## src/rtl/ucf_pkg.sv

```systemverilog
// constants for the serial transceiver control block
// assumes a 32-bit apb slave with byte addresses in the low 12 bits
package ucf_pkg;
    // register byte addresses
    localparam logic [11:0] ADDR_CR1 = 12'h000;
    localparam logic [11:0] ADDR_CR2 = 12'h004;
    localparam logic [11:0] ADDR_SR = 12'h008;
    localparam logic [11:0] ADDR_BRG = 12'h00c;
    localparam logic [11:0] ADDR_DATA = 12'h010;
    // ctrl_reg_one fields
    localparam int CR1_ON = 7;
    localparam int CR1_WL = 6;
    localparam int CR1_PAR = 5;
    localparam int CR1_ODD = 4;
    localparam int CR1_STOP = 3;
    localparam int CR1_BRK = 2;
    localparam int CR1_RX8 = 1;
    localparam int CR1_TX8 = 0;
    // ctrl_reg_two fields
    localparam int CR2_TXON = 7;
    localparam int CR2_RXON = 6;
    localparam int CR2_HS = 5;
    // status fields
    localparam int SR_PERR = 7;
    localparam int SR_NOISE = 6;
    localparam int SR_FERR = 5;
    localparam int SR_OERR = 4;
    localparam int SR_RIDLE = 3;
    localparam int SR_RXAV = 2;
    localparam int SR_TIDLE = 1;
    localparam int SR_TXE = 0;
    // reset values and write masks
    localparam logic [7:0] CR1_RST = 8'h00;
    localparam logic [7:0] CR2_RST = 8'h00;
    localparam logic [7:0] BRG_RST = 8'h00;
    localparam logic [7:0] CR1_WMASK = 8'hfd;
    // clocks per bit = (divisor + 1) * oversample
    localparam logic [7:0] OS_LOW = 8'h10;
    localparam logic [7:0] OS_HIGH = 8'h04;
    // least break length in bit times
    localparam logic [3:0] BRK_BITS = 4'hd;
    typedef enum logic [1:0] {TX_IDLE, TX_SHIFT, TX_BREAK} ucf_tx_e;
    typedef enum logic {RX_IDLE, RX_SHIFT} ucf_rx_e;
endpackage : ucf_pkg

```

## src/rtl/ucf_top.sv

```systemverilog
// serial transceiver with control registers, status and frame engine
// assumes an apb master on pclk and an asynchronous serial partner
// Overview of operation
// RULE1: global enable low disables everything and floats both serial pins
// RULE2: global enable high gives pins to transmitter and receiver enables
// RULE3: global disable empties data buffers and resets baud counters
// RULE4: global disable clears enables, break, data and error flags; sets idles
// RULE5: global disable keeps other control bits and the baud divisor
// RULE6: clearing global enable ends any frame in progress at once
// RULE7: word length select picks 8 or 9 data bits
// RULE8: ninth bit received goes to a read-only bit; sent from a written bit
// RULE9: ninth transmit bit is write-only; ninth receive bit read-only
// RULE10: parity bit generated and checked only while parity is on
// RULE11: parity type one means odd parity, zero means even
// RULE12: stop select zero gives one stop bit, one gives two
// RULE13: break finishes buffered data, then holds line low 13 bits or more
// RULE14: transmitter off aborts sending, resets buffer, floats output
// RULE15: output driven only while transmitter and global enable are high
// RULE16: receiver off aborts reception, resets buffer, releases input
// RULE17: receiver claims input only while receiver and global enable high
// RULE18: enabling the transmitter raises the buffer-empty flag
// RULE19: high speed bit and divisor together set the bit rate
// RULE20: register writes act from the next clock, side effects included
module ucf_top
    import ucf_pkg::*;
(
    input wire logic pclk,
    input wire logic presetn,
    input wire logic psel,
    input wire logic penable,
    input wire logic pwrite,
    input wire logic [11:0] paddr,
    input wire logic [31:0] pwdata,
    output logic [31:0] prdata,
    output logic pready,
    output logic pslverr,
    output logic serial_out_pin,
    output logic serial_out_pin_oe_n,
    input wire logic serial_in_pin,
    output logic serial_in_claim
);
    // configuration registers
    logic [7:0] cr1_r, cr1_nxt, cr2_r, cr2_nxt, brg_r, brg_nxt;
    logic [31:0] prdata_r, prdata_nxt;
    logic wr_acc, rd_acc, mapped, gen, tx_run, rx_run, wl, par, odd, stop2;
    logic [15:0] bit_len;
    // transmitter state
    ucf_tx_e tx_st_r, tx_st_nxt;
    logic [8:0] tx_hold_r, tx_hold_nxt;
    logic tx_full_r, tx_full_nxt;
    logic [12:0] tx_sh_r, tx_sh_nxt;
    logic [3:0] tx_left_r, tx_left_nxt, brk_cnt_r, brk_cnt_nxt;
    logic [15:0] tx_cnt_r, tx_cnt_nxt;
    logic tx_idle_flag, tx_buf_empty_flag;
    // receiver state
    ucf_rx_e rx_st_r, rx_st_nxt;
    logic rx_s1_r, rx_s2_r, rx_prev_r;
    logic [12:0] rx_sh_r, rx_sh_nxt;
    logic [3:0] rx_idx_r, rx_idx_nxt, rx_len;
    logic [15:0] rx_cnt_r, rx_cnt_nxt;
    logic [7:0] rx_data_r, rx_data_nxt;
    logic rx_ninth_bit_r, rx_ninth_bit_nxt;
    logic rx_av_r, rx_av_nxt, oerr_r, oerr_nxt, ferr_r, ferr_nxt;
    logic perr_r, perr_nxt, noise_r, noise_nxt, rx_nz_r, rx_nz_nxt;
    logic [3:0] sp;
    logic [7:0] status;

    // frame builder: start bit, data lsb first, parity, stop bits
    function automatic logic [16:0] build_frame(input logic [8:0] d,
            input logic w9, input logic pe, input logic po,
            input logic s2);
        logic [12:0] f;
        logic [3:0] idx;
        f = '1;
        f[0] = 1'b0;
        idx = 4'h1;
        for (int i = 0; i < 9; i++) begin
            if (i < 8 || w9) begin
                f[idx] = d[i];
                idx = idx + 4'h1;
            end
        end
        if (pe) begin
            f[idx] = (^(d & {w9, 8'hff})) ^ po; // RULE10 RULE11
            idx = idx + 4'h1;
        end
        idx = idx + 4'h1 + {3'h0, s2}; // RULE12
        return {idx, f};
    endfunction

    // bus decode; zero wait states, error on unmapped address
    assign wr_acc = psel & penable & pwrite;
    assign rd_acc = psel & penable & ~pwrite;
    assign mapped = (paddr == ADDR_CR1) || (paddr == ADDR_CR2) ||
        (paddr == ADDR_SR) || (paddr == ADDR_BRG) || (paddr == ADDR_DATA);
    assign pready = 1'b1;
    assign pslverr = psel & penable & ~mapped;
    assign prdata = prdata_r;
    // derived controls
    assign gen = cr1_r[CR1_ON];
    assign tx_run = gen & cr2_r[CR2_TXON]; // RULE2 RULE15
    assign rx_run = gen & cr2_r[CR2_RXON]; // RULE2 RULE17
    assign wl = cr1_r[CR1_WL];
    assign par = cr1_r[CR1_PAR];
    assign odd = cr1_r[CR1_ODD];
    assign stop2 = cr1_r[CR1_STOP];
    // rate needs only a multiply, traded against a finer fractional divider
    assign bit_len = 16'({8'h00, brg_r} + 16'h0001) *
        16'(cr2_r[CR2_HS] ? OS_HIGH : OS_LOW); // RULE19
    // pins: output enable low while driving
    assign serial_out_pin_oe_n = ~tx_run; // RULE1 RULE14 RULE15
    assign serial_out_pin = (tx_st_r == TX_SHIFT) ? tx_sh_r[0] :
        (tx_st_r != TX_BREAK); // RULE13
    assign serial_in_claim = rx_run; // RULE1 RULE16 RULE17
    // status view
    assign tx_buf_empty_flag = ~tx_full_r; // RULE18
    assign tx_idle_flag = (tx_st_r == TX_IDLE) & ~tx_full_r &
        ~(cr1_r[CR1_BRK] & tx_run);
    always_comb begin
        status = 8'h00;
        status[SR_PERR] = perr_r;
        status[SR_NOISE] = noise_r;
        status[SR_FERR] = ferr_r;
        status[SR_OERR] = oerr_r;
        status[SR_RIDLE] = (rx_st_r == RX_IDLE);
        status[SR_RXAV] = rx_av_r;
        status[SR_TIDLE] = tx_idle_flag;
        status[SR_TXE] = tx_buf_empty_flag;
    end

    // control registers written in the access phase; read data captured in the setup phase
    always_comb begin
        cr1_nxt = cr1_r;
        cr2_nxt = cr2_r;
        brg_nxt = brg_r;
        prdata_nxt = prdata_r;
        if (wr_acc && paddr == ADDR_CR1) begin
            cr1_nxt = pwdata[7:0] & CR1_WMASK; // RULE9 RULE20
        end
        if (wr_acc && paddr == ADDR_CR2) begin
            cr2_nxt = pwdata[7:0];
        end
        if (wr_acc && paddr == ADDR_BRG) begin
            brg_nxt = pwdata[7:0];
        end
        // disable clears only these bits; divisor and options stay
        if (!cr1_nxt[CR1_ON]) begin
            cr1_nxt[CR1_BRK] = 1'b0; // RULE4 RULE5
            cr2_nxt[CR2_TXON] = 1'b0; // RULE4
            cr2_nxt[CR2_RXON] = 1'b0; // RULE4
        end
        if (psel && !penable) begin
            unique case (paddr)
                ADDR_CR1: prdata_nxt = {24'h0, cr1_r[7:2],
                    rx_ninth_bit_r, 1'b0}; // RULE8 RULE9
                ADDR_CR2: prdata_nxt = {24'h0, cr2_r};
                ADDR_SR: prdata_nxt = {24'h0, status};
                ADDR_BRG: prdata_nxt = {24'h0, brg_r};
                ADDR_DATA: prdata_nxt = {24'h0, rx_data_r};
                default: prdata_nxt = 32'h0;
            endcase
        end
    end

    always_ff @(posedge pclk or negedge presetn) begin
        if (!presetn) begin
            cr1_r <= CR1_RST;
            cr2_r <= CR2_RST;
            brg_r <= BRG_RST;
            prdata_r <= 32'h0;
        end else begin
            cr1_r <= cr1_nxt;
            cr2_r <= cr2_nxt;
            brg_r <= brg_nxt;
            prdata_r <= prdata_nxt;
        end
    end

    // transmitter: one holding word, a shifter and a break timer
    always_comb begin
        logic [16:0] fr;
        fr = build_frame(tx_hold_r, wl, par, odd, stop2);
        tx_st_nxt = tx_st_r;
        tx_hold_nxt = tx_hold_r;
        tx_full_nxt = tx_full_r;
        tx_sh_nxt = tx_sh_r;
        tx_left_nxt = tx_left_r;
        brk_cnt_nxt = brk_cnt_r;
        tx_cnt_nxt = (tx_cnt_r == 16'h0) ? bit_len - 16'h1 :
            tx_cnt_r - 16'h1;
        // a write while the holding word is full is dropped
        if (wr_acc && paddr == ADDR_DATA && !tx_full_r) begin
            tx_hold_nxt = {cr1_r[CR1_TX8], pwdata[7:0]}; // RULE8
            tx_full_nxt = 1'b1;
        end
        unique case (tx_st_r)
            TX_IDLE: begin
                tx_cnt_nxt = bit_len - 16'h1;
                if (tx_full_r) begin
                    tx_sh_nxt = fr[12:0]; // RULE7
                    tx_left_nxt = fr[16:13];
                    tx_full_nxt = 1'b0; // a write this cycle was dropped
                    tx_st_nxt = TX_SHIFT;
                end else if (cr1_r[CR1_BRK]) begin
                    brk_cnt_nxt = 4'h0; // RULE13
                    tx_st_nxt = TX_BREAK;
                end
            end
            TX_SHIFT: begin
                if (tx_cnt_r == 16'h0) begin
                    tx_sh_nxt = {1'b1, tx_sh_r[12:1]};
                    tx_left_nxt = tx_left_r - 4'h1;
                    if (tx_left_r == 4'h1) begin
                        tx_st_nxt = TX_IDLE;
                    end
                end
            end
            TX_BREAK: begin
                if (tx_cnt_r == 16'h0 && brk_cnt_r != BRK_BITS) begin
                    brk_cnt_nxt = brk_cnt_r + 4'h1;
                end
                // low until both the least length and the clear
                if (brk_cnt_r == BRK_BITS && !cr1_r[CR1_BRK]) begin
                    tx_st_nxt = TX_IDLE; // RULE13
                end
            end
            default: tx_st_nxt = TX_IDLE;
        endcase
        if (!tx_run) begin
            tx_st_nxt = TX_IDLE; // RULE6 RULE14
            tx_full_nxt = 1'b0; // RULE3 RULE4 RULE18
            tx_cnt_nxt = 16'h0; // RULE3
            brk_cnt_nxt = 4'h0;
        end
    end

    always_ff @(posedge pclk or negedge presetn) begin
        if (!presetn) begin
            tx_st_r <= TX_IDLE;
            tx_hold_r <= 9'h0;
            tx_full_r <= 1'b0;
            tx_sh_r <= '1;
            tx_left_r <= 4'h0;
            brk_cnt_r <= 4'h0;
            tx_cnt_r <= 16'h0;
        end else begin
            tx_st_r <= tx_st_nxt;
            tx_hold_r <= tx_hold_nxt;
            tx_full_r <= tx_full_nxt;
            tx_sh_r <= tx_sh_nxt;
            tx_left_r <= tx_left_nxt;
            brk_cnt_r <= brk_cnt_nxt;
            tx_cnt_r <= tx_cnt_nxt;
        end
    end
    // receive pin synchroniser; the second stage is sampled, and a third stage copy is compared with it for noise
    always_ff @(posedge pclk or negedge presetn) begin
        if (!presetn) begin
            rx_s1_r <= 1'b1;
            rx_s2_r <= 1'b1;
            rx_prev_r <= 1'b1;
        end else begin
            rx_s1_r <= serial_in_pin;
            rx_s2_r <= rx_s1_r;
            rx_prev_r <= rx_s2_r;
        end
    end

    // receiver: sample mid-bit, check parity and stop bits
    assign rx_len = 4'(build_frame(9'h0, wl, par, odd, stop2) >> 13);
    assign sp = 4'h9 + {3'h0, wl} + {3'h0, par};
    always_comb begin
        logic rd_data, perr_ev, ferr_ev;
        rd_data = rd_acc && paddr == ADDR_DATA;
        perr_ev = 1'b0;
        ferr_ev = 1'b0;
        rx_st_nxt = rx_st_r;
        rx_sh_nxt = rx_sh_r;
        rx_idx_nxt = rx_idx_r;
        rx_data_nxt = rx_data_r;
        rx_ninth_bit_nxt = rx_ninth_bit_r;
        rx_nz_nxt = rx_nz_r;
        rx_cnt_nxt = (rx_cnt_r == 16'h0) ? bit_len - 16'h1 :
            rx_cnt_r - 16'h1;
        // a data read clears these; a set in that cycle wins below
        rx_av_nxt = rx_av_r & ~rd_data;
        oerr_nxt = oerr_r & ~rd_data;
        ferr_nxt = ferr_r & ~rd_data;
        perr_nxt = perr_r & ~rd_data;
        noise_nxt = noise_r & ~rd_data;
        unique case (rx_st_r)
            RX_IDLE: begin
                rx_cnt_nxt = {1'b0, bit_len[15:1]};
                rx_idx_nxt = 4'h0;
                rx_nz_nxt = 1'b0;
                if (!rx_s2_r) begin
                    rx_st_nxt = RX_SHIFT;
                end
            end
            RX_SHIFT: begin
                if (rx_cnt_r == 16'h0) begin
                    rx_sh_nxt[rx_idx_r] = rx_s2_r;
                    rx_nz_nxt = rx_nz_r | (rx_s2_r != rx_prev_r);
                    rx_idx_nxt = rx_idx_r + 4'h1;
                    if (rx_idx_r == 4'h0 && rx_s2_r) begin
                        rx_st_nxt = RX_IDLE; // false start
                    end else if (rx_idx_r == rx_len - 4'h1) begin
                        rx_st_nxt = RX_IDLE;
                        ferr_ev = ~rx_sh_nxt[sp] |
                            (stop2 & ~rx_sh_nxt[sp + 4'h1]); // RULE12
                        perr_ev = par & (^(rx_sh_nxt[9:1] & {wl, 8'hff}) ^
                            odd ^ rx_sh_nxt[sp - 4'h1]); // RULE10 RULE11
                        if (rx_av_r && !rd_data) begin
                            oerr_nxt = 1'b1;
                        end else begin
                            rx_data_nxt = rx_sh_nxt[8:1];
                            if (wl) begin
                                rx_ninth_bit_nxt = rx_sh_nxt[9]; // RULE8
                            end
                            rx_av_nxt = 1'b1;
                            ferr_nxt = ferr_ev;
                            perr_nxt = perr_ev;
                            noise_nxt = rx_nz_nxt;
                        end
                    end
                end
            end
        endcase
        if (!rx_run) begin
            rx_st_nxt = RX_IDLE; // RULE6 RULE16
            rx_cnt_nxt = 16'h0; // RULE3
            rx_av_nxt = 1'b0; // RULE3 RULE4
            oerr_nxt = 1'b0; // RULE4
            ferr_nxt = 1'b0;
            perr_nxt = 1'b0;
            noise_nxt = 1'b0;
        end
    end

    always_ff @(posedge pclk or negedge presetn) begin
        if (!presetn) begin
            rx_st_r <= RX_IDLE;
            rx_sh_r <= 13'h0;
            rx_idx_r <= 4'h0;
            rx_cnt_r <= 16'h0;
            rx_data_r <= 8'h00;
            rx_ninth_bit_r <= 1'b0;
            rx_av_r <= 1'b0;
            oerr_r <= 1'b0;
            ferr_r <= 1'b0;
            perr_r <= 1'b0;
            noise_r <= 1'b0;
            rx_nz_r <= 1'b0;
        end else begin
            rx_st_r <= rx_st_nxt;
            rx_sh_r <= rx_sh_nxt;
            rx_idx_r <= rx_idx_nxt;
            rx_cnt_r <= rx_cnt_nxt;
            rx_data_r <= rx_data_nxt;
            rx_ninth_bit_r <= rx_ninth_bit_nxt;
            rx_av_r <= rx_av_nxt;
            oerr_r <= oerr_nxt;
            ferr_r <= ferr_nxt;
            perr_r <= perr_nxt;
            noise_r <= noise_nxt;
            rx_nz_r <= rx_nz_nxt;
        end
    end
endmodule // ucf_top

```

## config.mk

```make
export PLATFORM = sky130hd
export DESIGN_NAME = ucf_top
export DESIGN_NICKNAME = d
export VERILOG_FILES = /design/src/rtl/ucf_pkg.sv /design/src/rtl/ucf_top.sv
export SDC_FILE = /design/constraint.sdc
export NUM_CORES = 1
export LEC_CHECK = 0
export BUFFER_PORTS_ARGS = -buffer_cell sky130_fd_sc_hd__buf_2
export CORE_ASPECT_RATIO = 1.4
export CORE_MARGIN = 8
export CORE_UTILIZATION = 54
export DETAILED_ROUTE_END_ITERATION = 8
export MAX_ROUTING_LAYER = met4
export PLACE_DENSITY = 0.77
export SETUP_SLACK_MARGIN = 0.5
export SYNTH_ARGS = -nofsm -noshare
export SYNTH_HDL_FRONTEND = slang
export SYNTH_SLANG_ARGS = --single-unit
```

## constraint.sdc

```tcl
create_clock -name pclk -period 4.2 [get_ports pclk]
set_input_delay 0.21 -clock pclk [delete_from_list [all_inputs] [get_ports pclk]]
set_output_delay 0.21 -clock pclk [all_outputs]
set_load 0.05 [all_outputs]
```

Word-level counts from Yosys, hierarchy flattened
Cells that the tools add are included.
{ "classes": {"n_eq_ne": 25, "order_cmp": 7, "mux": 91, "addsub": 15, "reduce_logical": 35, "bitwise_logic": 34, "n_mul": 1} }
{ "ops": {"columns": ["cell", "n"], "rows": [
  ["2-to-1 mux 16 bit", 6],
  ["2-to-1 mux 1 bit", 47],
  ["case mux 8 bit (5 select lines)", 1],
  ["2-to-1 mux 13 bit", 3],
  ["zero test 16 bit", 2],
  ["2-to-1 mux 4 bit", 8],
  ["subtractor 16 x 1 -> 16 bit, second input constant", 2],
  ["bitwise mux 13 bit", 2],
  ["case mux 13 bit (2 select lines)", 1],
  ["less-than comparator 4 x 5 -> 1 bit, second input constant", 5],
  ["== test 12 x 4 -> 1 bit, second input constant", 2],
  ["case mux 4 bit (2 select lines)", 3],
  ["adder 4 x 1 -> 4 bit, second input constant", 5],
  ["AND 9 bit", 2],
  ["parity 9 bit", 2],
  ["AND 1 bit", 16],
  ["2-to-1 mux 2 bit", 8],
  ["2-to-1 mux 8 bit", 2],
  ["subtractor 14 x 1 -> 15 bit, second input constant", 1],
  ["multiplier 9 x 5 -> 14 bit", 1],
  ["logical AND 1 bit", 13],
  ["binary-select mux 1 bit (select 4 bit)", 3],
  ["== test 12 x 3 -> 1 bit, second input constant", 1],
  ["== test 12 x 5 -> 1 bit, second input constant", 1],
  ["other kinds (36)", 71]
]} }
{ "word_totals": {"out_inout_bits": 37, "reg_bits": 156, "elab_cells": 237} }

Logic depth before layout (Yosys ltp)
Gate-level depths: netlist of the first run.
{ "depth": {"ltp_word": 16, "ltp_mapped": 16, "ltp_nobuf": 16} }

Worst setup path after synthesis of the first run
Ideal clock, no wire load.
{ "synth_timing": {"path_type": "reg-to-reg", "start": "reg brg_r[0]", "end": "reg rx_cnt_r[15]", "synth_period_minus_slack_ns": 4.042, "arrival_ns": 3.956, "setup_time_ns": 0.086, "t_required_ns": 4.114, "path_stages_with_launch": 15, "path_slack_ns": 0.158, "cell_sequence": "dfrtp_1 -> ha_1 -> nand3_1 -> nor2_1 -> nand2_1 -> o311a_1 -> ha_1 -> ha_1 -> fa_1 -> nor4_1 -> nand2_1 -> or4_1 -> a211oi_1 -> a211oi_1 -> nor3_1"} }
{ "synth_via": {"elab_chain_len": 6} }
{ "synth_rtl": {"columns": ["item", "line", "text"], "rows": [
  ["from (decl)", "ucf_top.sv:43", "logic [7:0] cr1_r, cr1_nxt, cr2_r, cr2_nxt, brg_r, brg_nxt;"],
  ["from (signal assigned)", "ucf_top.sv:174", "brg_r <= brg_nxt;"],
  ["adder 8 x 1 -> 9 bit", "ucf_top.sv:108", "assign bit_len = 16'({8'h00, brg_r} + 16'h0001) *"],
  ["multiplier 9 x 5 -> 14 bit", "ucf_top.sv:108", null],
  ["subtractor 14 x 1 -> 15 bit", "ucf_top.sv:283", "rx_cnt_nxt = (rx_cnt_r == 16'h0) ? bit_len - 16'h1 :"],
  ["2-to-1 mux 16 bit", "ucf_top.sv:283", null],
  ["2-to-1 mux 16 bit", "ucf_top.sv:291", "unique case (rx_st_r)"],
  ["2-to-1 mux 16 bit", "ucf_top.sv:329", "if (!rx_run) begin"],
  ["net rx_cnt_nxt[15]", "ucf_top.sv:60", "logic [15:0] rx_cnt_r, rx_cnt_nxt;"],
  ["to (signal assigned)", "ucf_top.sv:358", "rx_cnt_r <= rx_cnt_nxt;"],
  ["to (decl)", "ucf_top.sv:60", null]
]} }
The timed path passes the listed nets, and every way through them passes these cells.
A chain may end at the register's enable or synchronous reset.

Final worst setup path of the first run
Same ends and word-level chain as after synthesis.

==> results of run 1 <==
==> through the flow <==
stage	utilization	hold WS, ps	total power, uW	instance area (sq um)
finish	0.628	101	2930	9330
global route	0.628	89.2	3010	9330
CTS	0.618	87.1	2940	9180
detailed placement	0.568	319	1420	8440
global placement	0.568	315	1420	8440
floorplan	-	-85.6	1380	8260
==> cell usage after synthesis (2+ instances only) <==
cell / instances / area [sq um]
buf_1: 2 / 7.51
a21oi_1: 35 / 175
o211ai_1: 8 / 60.1
nand4_1: 7 / 43.8
nor3_1: 17 / 85.1
or3_1: 9 / 56.3
a211oi_1: 15 / 113
nor3b_1: 8 / 60.1
nand3b_1: 10 / 75.1
fa_1: 2 / 40.0
xor2_1: 32 / 280
a31oi_1: 11 / 68.8
mux2_2: 36 / 405
clkinv_1: 5 / 18.8
or4_1: 8 / 60.1
a21boi_0: 3 / 22.5
xnor2_1: 39 / 342
o311a_1: 2 / 20.0
dfstp_2: 14 / 368
nand3_1: 24 / 120
nor4_1: 8 / 50.1
buf_4: 26 / 195
a211o_1: 2 / 17.5
o31ai_1: 6 / 45.0
a22oi_1: 9 / 67.6
a221oi_1: 9 / 78.8
mux2i_1: 15 / 150
clkbuf_1: 28 / 105
o21ai_1: 2 / 10.0
nand2b_1: 8 / 50.1
dfrtp_1: 115 / 2880
inv_1: 20 / 75.1
o22ai_1: 2 / 12.5
o21a_1: 2 / 15.0
ha_1: 40 / 500
o21ai_0: 51 / 255
a21o_1: 4 / 30.0
buf_2: 8 / 40.0
conb_1: 2 / 7.51
nor2_1: 79 / 297
or2_2: 3 / 18.8
a311oi_1: 2 / 17.5
and2_1: 4 / 25.0
nor2b_1: 5 / 31.3
nand2_1: 116 / 435
==> area by class of cell <==
class | instances | area share
Clock buffer | 17 | 0.0456
Clock inverter | 15 | 0.0186
Inverter | 25 | 0.0101
Multi-Input combinational cell | 688 | 0.508
Sequential cell | 129 | 0.348
Tap cell | 192 | 0.0258
Timing Repair Buffer | 65 | 0.0432
==> critical path, delay by kind of cell (launching register included) <==
kind            cells  cell delay (ps)
buf+inv             1              140
flops               1              460
simple gates        6             1230
fa+ha+maj           3              970
compound gates      4              800
==> per-layer routing <==
| metal | routed length, um | vias up | share of wire |
|---|---|---|---|
| met1 | 8000 | 3221 | 0.40 |
| met2 | 10300 | 215 | 0.51 |
| li1 | - | 3136 | - |
| met3 | 942 | 57 | 0.047 |
| met4 | 856 | 0 | 0.043 |
| met5 | 0 | - | 0 |
==> sequential cells by signal, summed over array words and instances (netlist names), 7 cells and up <==
register and cells:
cr2_r 8, rx_sh_r 12, cr1_r 7, rx_cnt_r 16
tx_cnt_r 16, prdata 8, tx_sh_r 11, rx_data_r 8
brg_r 8, tx_hold_r 9
==> layout by cell type (no fill, tap or decap), types with 5 or more instances in the layout <==
cell type	n
nor3_1	16
inv_1	20
nor2_1	77
nand3b_1	10
clkinv_1	5
nand2b_1	8
nand3_1	22
or4_1	7
nor4_1	7
conb_1	31
clkbuf_16	17
ha_4	7
nand2_1	115
inv_6	6
a221oi_1	9
nor2b_1	5
o31ai_1	6
a31oi_1	11
mux2_2	36
dfrtp_1	111
a211oi_1	13
dfstp_2	14
xor2_1	31
mux2i_1	15
a21oi_1	34
nor3b_1	8
or3_1	9
buf_4	27
nand4_1	7
a22oi_1	9
o211ai_1	8
xnor2_1	37
buf_2	36
o21ai_0	50
ha_1	32
==> what timing repair did <==
action	in CTS	in global routing
setup endpoints to repair	8	10
gates resized for setup	14	16
endpoints found under the hold margin	58	0
pin swaps	8	5
setup buffers	4	7
hold buffers	2	0
==> power breakdown <==
group	total (uW)	leakage (uW)	switching (uW)	internal [uW]
Sequential	1250	0.00172	4.41	1250
Clock	1520	0.000282	624	892
Combinational	164	0.00218	126	38.4
==> cells by family after synthesis <==
family | after synthesis | share of synthesized area
DFF | 129 | 0.400
xor gates and xnor gates | 71 | 0.0766
buffers and inverters | 90 | 0.0558
other | 2 | 0.000925
and+or+nand+nor | 319 | 0.191
AOI/OAI and AO/OA | 173 | 0.139
adders and majority gates | 42 | 0.0666
muxes | 52 | 0.0712
==> path summary, 6_finish.rpt <==
check	start	end	slack [ps]	cells after the start
setup / recovery	brg_r[0]	rx_cnt_r[15]	520	14
hold / removal	pwdata[3]	cr1_r[3]	100	3
min in group asynchronous	presetn	rx_sh_r[6]	440	2
hold reg to reg	rx_s1_r	rx_s2_r	370	0
max in group asynchronous	presetn	brg_r[0]	2790	3
setup reg to reg	brg_r[0]	rx_cnt_r[15]	520	14
==> metrics.md, run 1 <==
| Metric | Value |
|---|---|
| First-pass GRT wire length | 32800 um |
| Max-Slew Margin vs Limit | 0.355 |
| Data arrival time of the worst path | 4040 ps |
| Most Frequent Cell on Critical Path | ha_1 |
| Number of synthesized flops with an enable pin | 0 |
| Dpl ws | 68.7 ps |
| Initial antenna violation count | 0 |
| Largest net degree at the start of global routing | 74 |
| Syn-to-layout area delta | 14.9% |
| Area occupied by multi-input gates | 4740 sq um |
| DIE WIDTH | 120 um |
| Critical path's slowest cell | or4_4 |
| Critical path's largest stage delay | 520 ps |
| Via count | 6629 |
| Clock Tree Root | clkbuf_16 |
| Met3 usage | 0.0437 |
| Peak VDD IR | 0.337 mV |
| Leakage | 0.00419 uW |
| Critical path launch point type | register |
| FP Rows | 53 |
| Crit end category | register |
| Final-report hold violation count | 0 |
| Synthesized area | 8120 sq um |
| Hold WC Path Type | in -> reg |
| Post-synth ARST share | 1.00 |
| 1st-iter DRT viols | 402 |
| Unrepaired setup endpoints after global routing | yes |
| Die ar. | 19300 sq um |
| Max cap viols | 0 |
| Clk buf depth | 2 |
| Syn_area_per_cell | 9.25 sq um |
| Layout Cells excl Fill | 1131 |
| Final setup fails | 0 |
| Fill cells | 1161 |
| M1 GR Usage | 0.235 |
| Reg clk slew, reported paths | 70 ps |
| CP Cell Sequence | nand3_4 -> nor2_4 -> buf_4 -> o31ai_1 -> a21oi_1 -> ha_1 -> ha_1 -> ha_2 -> nor4_4 -> nand2_2 -> or4_4 -> a211oi_4 -> a211oi_2 -> nor3_1 |
| Placer's final routability congestion estimate | 0.830 |
| Routed Antenna Nets | 0 |
| Critical Path RT | 4550 ps |
| Total global-route track usage | 0.217 |
| N_diodes | 0 |
| Final min period | 3680 ps |
| Skew-Pair Late Insertion Delay | 430 ps |
| Worst-margin pin slew | 959 ps |
| Share of layout cells above drive strength 1 | 0.201 |
| H-tree levels | 4 |
| Distinct cell type count after synthesis | 70 |
| Buffers on Ports | 37 |
| Status | completed |
| Critical path class | reg -> reg |
| DP HPWL | 13700 um |
| Via/cell ratio | 5.86 |
| Router iterations before antenna repair | 7 |
| Skew final | 11.0 ps |
| Crit share post-route | 0.877 |
| PnR worst setup slack | 517 ps |
| Fin Setup TNS | 0 ps |
| Synth warn | 0 |
| WL final | 20100 um |
| Top_reg_cell synth | dfrtp_1 |
| Final Max Slew Viols | 0 |
| # clock sinks | 129 |
| CTS tree | built |
| Seq/Total Area, Yosys | 0.400 |
| Die Height | 161 um |
| Drt wl/cell | 17.8 um |
| DRC Markers | 0 |
| #FFs+latches synth | 129 |
| Core area | 14900 sq um |
| Instance count of the mapped netlist | 878 |
| # nets final | 1018 |
| Number of global-route vias before repair | 6662 |
| Gr ovfl total | 0 |
| Fmax | 272 MHz |
| CTS Buf Count | 17 |
| Initial Utilization | 0.547 |
| Post-Place Cells | 1086 |
| Storage element area | 3250 sq um |
| GRT met2 Usage | 0.369 |
| I/O pin total | 87 |
| PD cells | 314 nW/um^2 |
| Max Fanout on Critical Path | 5 |
| Most Used Layer, Global Route | met2 |
No activity file was read; power rests on OpenSTA's default activity.
==> run 2, diff against run 1 <==
- ABC_AREA: unset -> 1
==> metrics.md, run 2 <==
| Metric | Value |
|---|---|
| FP Rows | 54 (was 53) |
| Simple-gate share of the synthesized area | 0.277 (was 0.191) |
| Hold WC Path Type | in -> reg (unchanged) |
| Router iterations before antenna repair | 5 (was 7) |
| Largest net degree at the start of global routing | 130 (was 74) |
| Commonest non-fill, non-tap cells in the layout | nand2_1, inv_1, dfrtp_1 (was nand2_1, dfrtp_1, nor2_1) |
| Xor/xnor share of the synthesized area | 0.0440 (was 0.0766) |
| Via/cell ratio | 5.62 (was 5.86) |
| Top_reg_cell synth | dfrtp_1 (unchanged) |
| Sw frac | 0.264 (was 0.257) |
| Number of global-route vias before repair | 7684 (was 6662) |
| Leakage | 0.00477 uW (was 0.00419 uW) |
| Syn_area_per_cell | 7.47 sq um (was 9.25 sq um) |
| Buffers on Ports | 37 (unchanged) |
| Die ar. | 20200 sq um (was 19300 sq um) |
| Skew final | 12.2 ps (was 11.0 ps) |
| Initial antenna violation count | 0 (unchanged) |
| Fill cells | 1394 (was 1161) |
| 1st-iter DRT viols | 598 (was 402) |
| Biggest regs | rx_cnt_r: 16 flops, tx_cnt_r: 16 flops, rx_sh_r: 12 flops (unchanged) |
| Die Height | 165 um (was 161 um) |
| P_int | 2160 uW (was 2180 uW) |
| Initial Utilization | 0.551 (was 0.547) |
| CTS Buf Count | 17 (unchanged) |
| Instance count of the mapped netlist | 1146 (was 878) |
| Top-area cell type share of the netlist area | 0.336 (was 0.354) |
| Max-Slew Margin vs Limit | 0.363 (was 0.355) |
| N_diodes | 0 (unchanged) |
| Most frequent cell after synthesis | nand2_1 (unchanged) |
| #FFs+latches synth | 129 (unchanged) |
| Core area | 15500 sq um (was 14900 sq um) |
| Reg clk slew, reported paths | 60 ps (was 70 ps) |
| Utilization after layout | 0.612 (was 0.628) |
| H-tree levels | 4 (unchanged) |
| Peak VDD IR | 0.215 mV (was 0.337 mV) |
| Clk buf depth | 2 (unchanged) |
| PD cells | 309 nW/um^2 (was 314 nW/um^2) |
| Synth cell count leaders | nand2_1, inv_1, dfrtp_1, nor2_1, o21ai_0 (was nand2_1, dfrtp_1, nor2_1, o21ai_0, ha_1) |
| Max Fanout on Critical Path | 5 (unchanged) |
| Synthesized area | 8560 sq um (was 8120 sq um) |
| I/O pin total | 87 (unchanged) |
| Crit end category | register (unchanged) |
| # clock sinks | 129 (unchanged) |
| Gr ovfl total | 0 (unchanged) |
| Crit share post-route | 0.848 (was 0.877) |
| Final setup fails | 0 (unchanged) |
| DP HPWL | 16600 um (was 13700 um) |
| # nets final | 1278 (was 1018) |
| Clock Power Share | 0.507 (was 0.517) |
| Post-DP Area | 8810 sq um (was 8440 sq um) |
| Number of synthesized flops with an enable pin | 0 (unchanged) |
| Largest family of logic cells by synthesized area | simple AND/OR/NAND/NOR gates (unchanged) |
| Critical path's slowest cell | dfrtp_1 (was or4_4) |
| Psw | 775 uW (was 754 uW) |
| Syn-to-layout area delta | 11.1% (was 14.9%) |
| Fin Setup TNS | 0 ps (unchanged) |
| Drt wl/cell | 16.5 um (was 17.8 um) |
| Routed Antenna Nets | 0 (unchanged) |
| Final hold slack | 37.8 ps (was 101 ps) |
| Critical Path RT | 4550 ps (about the same) |
| DRC Markers | 0 (unchanged) |
| Critical path launch point type | register (unchanged) |
| Share of layout cells above drive strength 1 | 0.118 (was 0.201) |
| Critical path's largest stage delay | 410 ps (was 520 ps) |
| Seq/Total Area, Yosys | 0.379 (was 0.400) |
| Placer's final routability congestion estimate | 0.939 (was 0.830) |
| Final min period | 3560 ps (was 3680 ps) |
| Synth warn | 0 (unchanged) |
| Max cap viols | 0 (unchanged) |
| Final-report hold violation count | 0 (unchanged) |
| CP Cell Sequence | inv_1 -> nor3_2 -> inv_1 -> nor2_2 -> inv_1 -> nor3_2 -> xnor2_1 -> nor2_1 -> ha_1 -> ha_1 -> ha_1 -> ha_4 -> or2_1 -> nand2_1 -> nand3_2 -> nor2_2 -> nand3_1 -> inv_2 -> o21ai_1 -> a21oi_1 (was nand3_4 -> nor2_4 -> buf_4 -> o31ai_1 -> a21oi_1 -> ha_1 -> ha_1 -> ha_2 -> nor4_4 -> nand2_2 -> or4_4 -> a211oi_4 -> a211oi_2 -> nor3_1) |
| Data arrival time of the worst path | 3910 ps (was 4040 ps) |
| Status | completed (unchanged) |
| Seq pwr share | 0.429 (was 0.427) |
| Via count | 7846 (was 6629) |
| Fin area | 9510 sq um (was 9330 sq um) |
| Critical path class | reg -> reg (unchanged) |
| Final Max Slew Viols | 0 (unchanged) |
| Post-Synth Adder-Cell Area | 0.0631 (was 0.0666) |
| Unrepaired setup endpoints after global routing | no (was yes) |
| Fmax | 281 MHz (was 272 MHz) |
| Area contributors post-synth | dfrtp_1, nand2_1, ha_1 (was dfrtp_1, ha_1, nand2_1) |
| First-pass GRT wire length | 37100 um (was 32800 um) |
| Skew-Pair Late Insertion Delay | 430 ps (about the same) |
| Clock Tree Root | clkbuf_16 (unchanged) |
| Total global-route track usage | 0.238 (was 0.217) |
| Post-synthesis mux area share | 0 (was 0.0712) |
| Post-synth ARST share | 1.00 (unchanged) |
| Synth Area in Compound Gates | 0.141 (was 0.139) |
| Leading area contributor after synthesis | dfrtp_1 (unchanged) |
| DIE WIDTH | 122 um (was 120 um) |
| WL final | 23000 um (was 20100 um) |
| Distinct cell type count after synthesis | 52 (was 70) |
| Worst-margin pin slew | 952 ps (was 959 ps) |
| Logic gate share of total power | 0.064 (was 0.056) |
| CTS tree | built (unchanged) |
| Commonest non-fill, non-tap cell in the layout | nand2_1 (unchanged) |
==> run 2: cell types whose count changed after synthesis, sizes merged, moves of 11 or more <==
cell and change:
nand2 +181, inv +104, o21ai +58, nand3 +52
nor2 +37, mux2 -36, xnor2 -17, mux2i -15
clkbuf -13, a211oi -12, nand4 +11, xor2 -11
==> run 2: worst paths after layout <==
| check | from | to | slack [ps] | depth (start not counted) |
|---|---|---|---|---|
| setup / recovery | brg_r[0] | rx_cnt_r[15] | 640 | 20 |
| hold / removal | pwdata[6] | cr1_r[6] | 40 | 3 |
| setup reg to reg | brg_r[0] | rx_cnt_r[15] | 640 | 20 |
| hold reg to reg | rx_s1_r | rx_s2_r | 360 | 0 |
| max in group asynchronous | presetn | rx_sh_r[2] | 3190 | 3 |
| min in group asynchronous | presetn | rx_sh_r[4] | 350 | 3 |
==> run 2: area by class of cell <==
type	instances	area, sq um	share of cell area
clock inverter	11	88.8	0.00934
clock buffer	21	504	0.0530
inverter	126	474	0.0499
tap	196	245	0.0258
timing repair buffer	46	273	0.0287
multi-input combinational	866	4680	0.492
sequential	129	3250	0.341
==> run 2: through the flow <==
stage                     total power, uW  setup WS, ps  instances
after global routing                 3000           336       1395
after global placement               1470           565       1358
after CTS                            2940           570       1393
after floorplan                      1420           840       1175
after detailed placement             1470           473       1358
final                                2940           637       1395
==> run 2: worst max-delay path: cells and delay by family, from the launching register on <==
family / cells / cell delay (ps)
XOR/XNOR: 1 / 160
buffers and inverters: 4 / 410
AND/OR/NAND/NOR: 9 / 1200
adder cells (fa/ha/maj): 4 / 1100
AO/OA/AOI/OAI: 2 / 230
flip-flops: 1 / 410
==> run 2: layer usage <==
layer  GRT usage  vias to the layer above  share of wire
met1       0.261                     3711           0.40
met3      0.0400                       62          0.050
met2       0.415                      266           0.52
met4       0.108                        0          0.034
met5           -                        -              0
li1            -                     3807              -
==> run 2: kinds of logic (layout without fill, tap and decap cells) <==
group	after synthesis	in the layout
DFF	129	129
AOI/OAI and AO/OA	206	206
and+or+nand+nor	544	544
other	2	31
xor gates and xnor gates	43	43
adders and majority gates	42	42
buffers and inverters	180	204
==> run 2: power groups by stage <==
stage / registers [uW] / logic, uW / clock network, uW
after CTS: 1260 / 187 / 1490
after floorplan: 1310 / 111 / 0
after global placement: 1280 / 182 / 0
after detailed placement: 1280 / 184 / 0
after global routing: 1260 / 204 / 1540
final: 1260 / 188 / 1490
==> run 2: timing repair <==
action | 4_1_cts | 5_1_grt
pin swaps | 0 | 1
setup endpoints to repair | 5 | 10
hold buffers | 2 | 0
setup buffers | 1 | 2
resized for setup | 1 | 9
endpoints found under the hold margin | 116 | 0
==> run 3, diff against run 2 <==
- CORE_UTILIZATION: 54 -> 55
- PLACE_DENSITY: 0.77 -> 0.75
- clock period: 4.2 -> 3.7 ns (I/O delays scaled with it)
==> metrics.md, run 3 (synthesis results as in run 2) <==
| Metric | Value |
|---|---|
| Crit path launch | brg_r[1] (was brg_r[0]) |
| Crit share post-route | 0.912 (was 0.848) |
| Unrepaired setup endpoints after global routing | yes (was no) |
| Psw | 892 uW (was 775 uW) |
| # clock sinks | 129 (unchanged) |
| Max cap viols | 0 (unchanged) |
| Critical path's largest stage delay | 480 ps (was 410 ps) |
| Reg clk slew, reported paths | 60 ps (about the same) |
| # nets final | 1295 (was 1278) |
| Critical path class | reg -> reg (unchanged) |
| Initial Utilization | 0.556 (was 0.551) |
| CP Cell Sequence | ha_4 -> nand3_2 -> nor3_2 -> inv_1 -> nand3_2 -> nand2_2 -> ha_4 -> ha_4 -> fa_1 -> nor3_1 -> nand4_1 -> buf_4 -> nor2_1 -> nor2_1 -> nor2_1 -> nand2_1 -> o2111ai_1 -> inv_1 (was inv_1 -> nor3_2 -> inv_1 -> nor2_2 -> inv_1 -> nor3_2 -> xnor2_1 -> nor2_1 -> ha_1 -> ha_1 -> ha_1 -> ha_4 -> or2_1 -> nand2_1 -> nand3_2 -> nor2_2 -> nand3_1 -> inv_2 -> o21ai_1 -> a21oi_1) |
| Hold WC Path Type | in -> reg (unchanged) |
| Reg2Reg Depth | 18 (was 20) |
| First-pass GRT wire length | 37400 um (was 37100 um) |
| Critical path's slowest cell | fa_1 (was dfrtp_1) |
| Final min period | 3380 ps (was 3560 ps) |
| Skew-Pair Late Insertion Delay | 430 ps (about the same) |
| Crit end category | register (unchanged) |
| Clock Power Share | 0.511 (was 0.507) |
| Gr ovfl total | 0 (unchanged) |
| Crit path max-delay family | simple AND/OR/NAND/NOR gates (unchanged) |
| Buffers on Ports | 37 (unchanged) |
| Routed wl met3 | 1350 um (was 1160 um) |
| Critical path launch point type | register (unchanged) |
| Via/cell ratio | 5.59 (was 5.62) |
| Post-Route M1 WL | 9110 um (was 9130 um) |
| Share of layout cells above drive strength 1 | 0.154 (was 0.118) |
| Sw frac | 0.262 (was 0.264) |
| Die Height | 164 um (was 165 um) |
| Max Fanout on Critical Path | 3 (was 5) |
| Reg2reg end | rx_cnt_r[11] (was rx_cnt_r[15]) |
| P_int | 2510 uW (was 2160 uW) |
| Clk buf depth | 2 (unchanged) |
| Clock Tree Root | clkbuf_16 (unchanged) |
| Router iterations before antenna repair | 5 (unchanged) |
| Crit path to | rx_cnt_r[11] (was rx_cnt_r[15]) |
| FP Rows | 54 (unchanged) |
| Core area | 15400 sq um (was 15500 sq um) |
| Die ar. | 19900 sq um (was 20200 sq um) |
| Total global-route track usage | 0.244 (was 0.238) |
| DRC Markers | 0 (unchanged) |
| H-tree levels | 4 (unchanged) |
| Final setup fails | 0 (unchanged) |
| Largest net degree at the start of global routing | 79 (was 130) |
| Total power | 3400 uW (was 2940 uW) |
| Number of global-route vias before repair | 7630 (was 7684) |
| Final-report hold violation count | 0 (unchanged) |
| Dpl ws | 191 ps (was 473 ps) |
| Commonest non-fill, non-tap cell in the layout | nand2_1 (unchanged) |
| Worst R2R Start | brg_r[1] (was brg_r[0]) |
| PnR worst setup slack | 324 ps (was 637 ps) |
| Fill cells | 1341 (was 1394) |
| WL final | 23200 um (was 23000 um) |
| Wire length on met2 | 11900 um (was 12000 um) |
| I/O pin total | 87 (unchanged) |
| DIE WIDTH | 121 um (was 122 um) |
| Drt wl/cell | 16.4 um (was 16.5 um) |
| Routed Antenna Nets | 0 (unchanged) |
| Initial antenna violation count | 0 (unchanged) |
| Biggest regs | rx_cnt_r: 16 flops, tx_cnt_r: 16 flops, rx_sh_r: 12 flops (unchanged) |
| Max-Slew Margin vs Limit | 0.416 (was 0.363) |
| Peak VDD IR | 0.250 mV (was 0.215 mV) |
| Max layer used | met4 (unchanged) |
| Syn-to-layout area delta | 15.7% (was 11.1%) |
| WP buf/inv | 3 (was 4) |
| PD cells | 343 nW/um^2 (was 309 nW/um^2) |
| Fmax | 296 MHz (was 281 MHz) |
| 1st-iter DRT viols | 548 (was 598) |
| Status | completed (unchanged) |
| Data arrival time of the worst path | 3680 ps (was 3910 ps) |
| Register-to-register setup slack | 320 ps (was 640 ps) |
| N_diodes | 0 (unchanged) |
| Crit path depth | 18 (was 20) |
| DP HPWL | 16600 um (about the same) |
| Leakage | 0.00485 uW (was 0.00477 uW) |
| Placer's final routability congestion estimate | 0.975 (was 0.939) |
| Via count | 7898 (was 7846) |
| Commonest non-fill, non-tap cells in the layout | nand2_1, inv_1, dfrtp_1 (unchanged) |
| CTS Buf Count | 17 (unchanged) |
| Seq pwr share | 0.421 (was 0.429) |
| Final Max Slew Viols | 0 (unchanged) |
| Critical Path RT | 4010 ps (was 4550 ps) |
| Fin Setup TNS | 0 ps (unchanged) |
| CTS tree | built (unchanged) |
| Worst-margin pin slew | 874 ps (was 952 ps) |
| Logic gate share of total power | 0.068 (was 0.064) |
| Skew final | 10.2 ps (was 12.2 ps) |
[run 3: cell count changes in the layout (fill, tap and decap cells not counted), sizes merged]
cell / before / now
buf: 44 / 58
dlygate4sd3: 2 / 5
clkinv: 7 / 5
clkinvlp: 0 / 2
clkbuf: 21 / 22
inv: 130 / 129
[run 3: area by class of cell]
cell class / count / area (sq um) / share of cell area
Clock buffer: 22 / 529 / 0.0534
Multi-Input combinational cell: 866 / 4920 / 0.496
Timing Repair Buffer: 63 / 408 / 0.0412
Clock inverter: 10 / 83.8 / 0.00846
Tap cell: 196 / 245 / 0.0248
Inverter: 126 / 474 / 0.0479
Sequential cell: 129 / 3250 / 0.328
[run 3: through the flow]
step                      hold slack (ps)  area (sq um)   util  std cells
after global routing                 29.4          9900  0.643       1412
after detailed placement              270          8880  0.576       1361
after floorplan                      -111          8720      -       1175
final                                9.45          9900  0.643       1412
after global placement                268          8880  0.576       1361
after CTS                            12.5          9720  0.631       1404
[run 3: per-layer routing]
metal	vias to the layer above	GRT usage
li1	3830	-
met1	3724	0.279
met2	273	0.422
met3	71	0.0336
met4	0	0.0968
met5	-	-
[run 3: power by group through the flow]
stage | clock network [uW] | registers, uW | logic, uW
final | 1740 | 1430 | 231
after global placement | 0 | 1460 | 210
after floorplan | 0 | 1490 | 128
after global routing | 1800 | 1430 | 249
after CTS | 1740 | 1430 | 224
after detailed placement | 0 | 1460 | 211
[run 3: worst min-delay path by stage]
stage	from	endpoint	slack, ps	cells past startpoint
after floorplan	presetn	brg_r[0]	-110	0
final	pwdata[6]	cr1_r[6]	9	3
after global routing	pwdata[6]	cr1_r[6]	30	3
after CTS	pwdata[6]	cr1_r[6]	10	3
after global placement	presetn	rx_sh_r[5]	270	1
after detailed placement	presetn	rx_sh_r[5]	270	1
[run 3: worst register-to-register path, delay by kind of cell (launching register included)]
kind	cells	cell delay (ps)
DFF	1	430
and+or+nand+nor	10	1240
AOI/OAI and AO/OA	1	90
buffers and inverters	3	330
adders and majority gates	4	1160
[run 3: timing repair]
item	in CTS	in global routing
hold buffers	5	0
hold endpoints to repair	53	0
resized for setup	21	26
buffers inserted	6	8
pin swaps	16	19
endpoints found under the setup margin	14	25
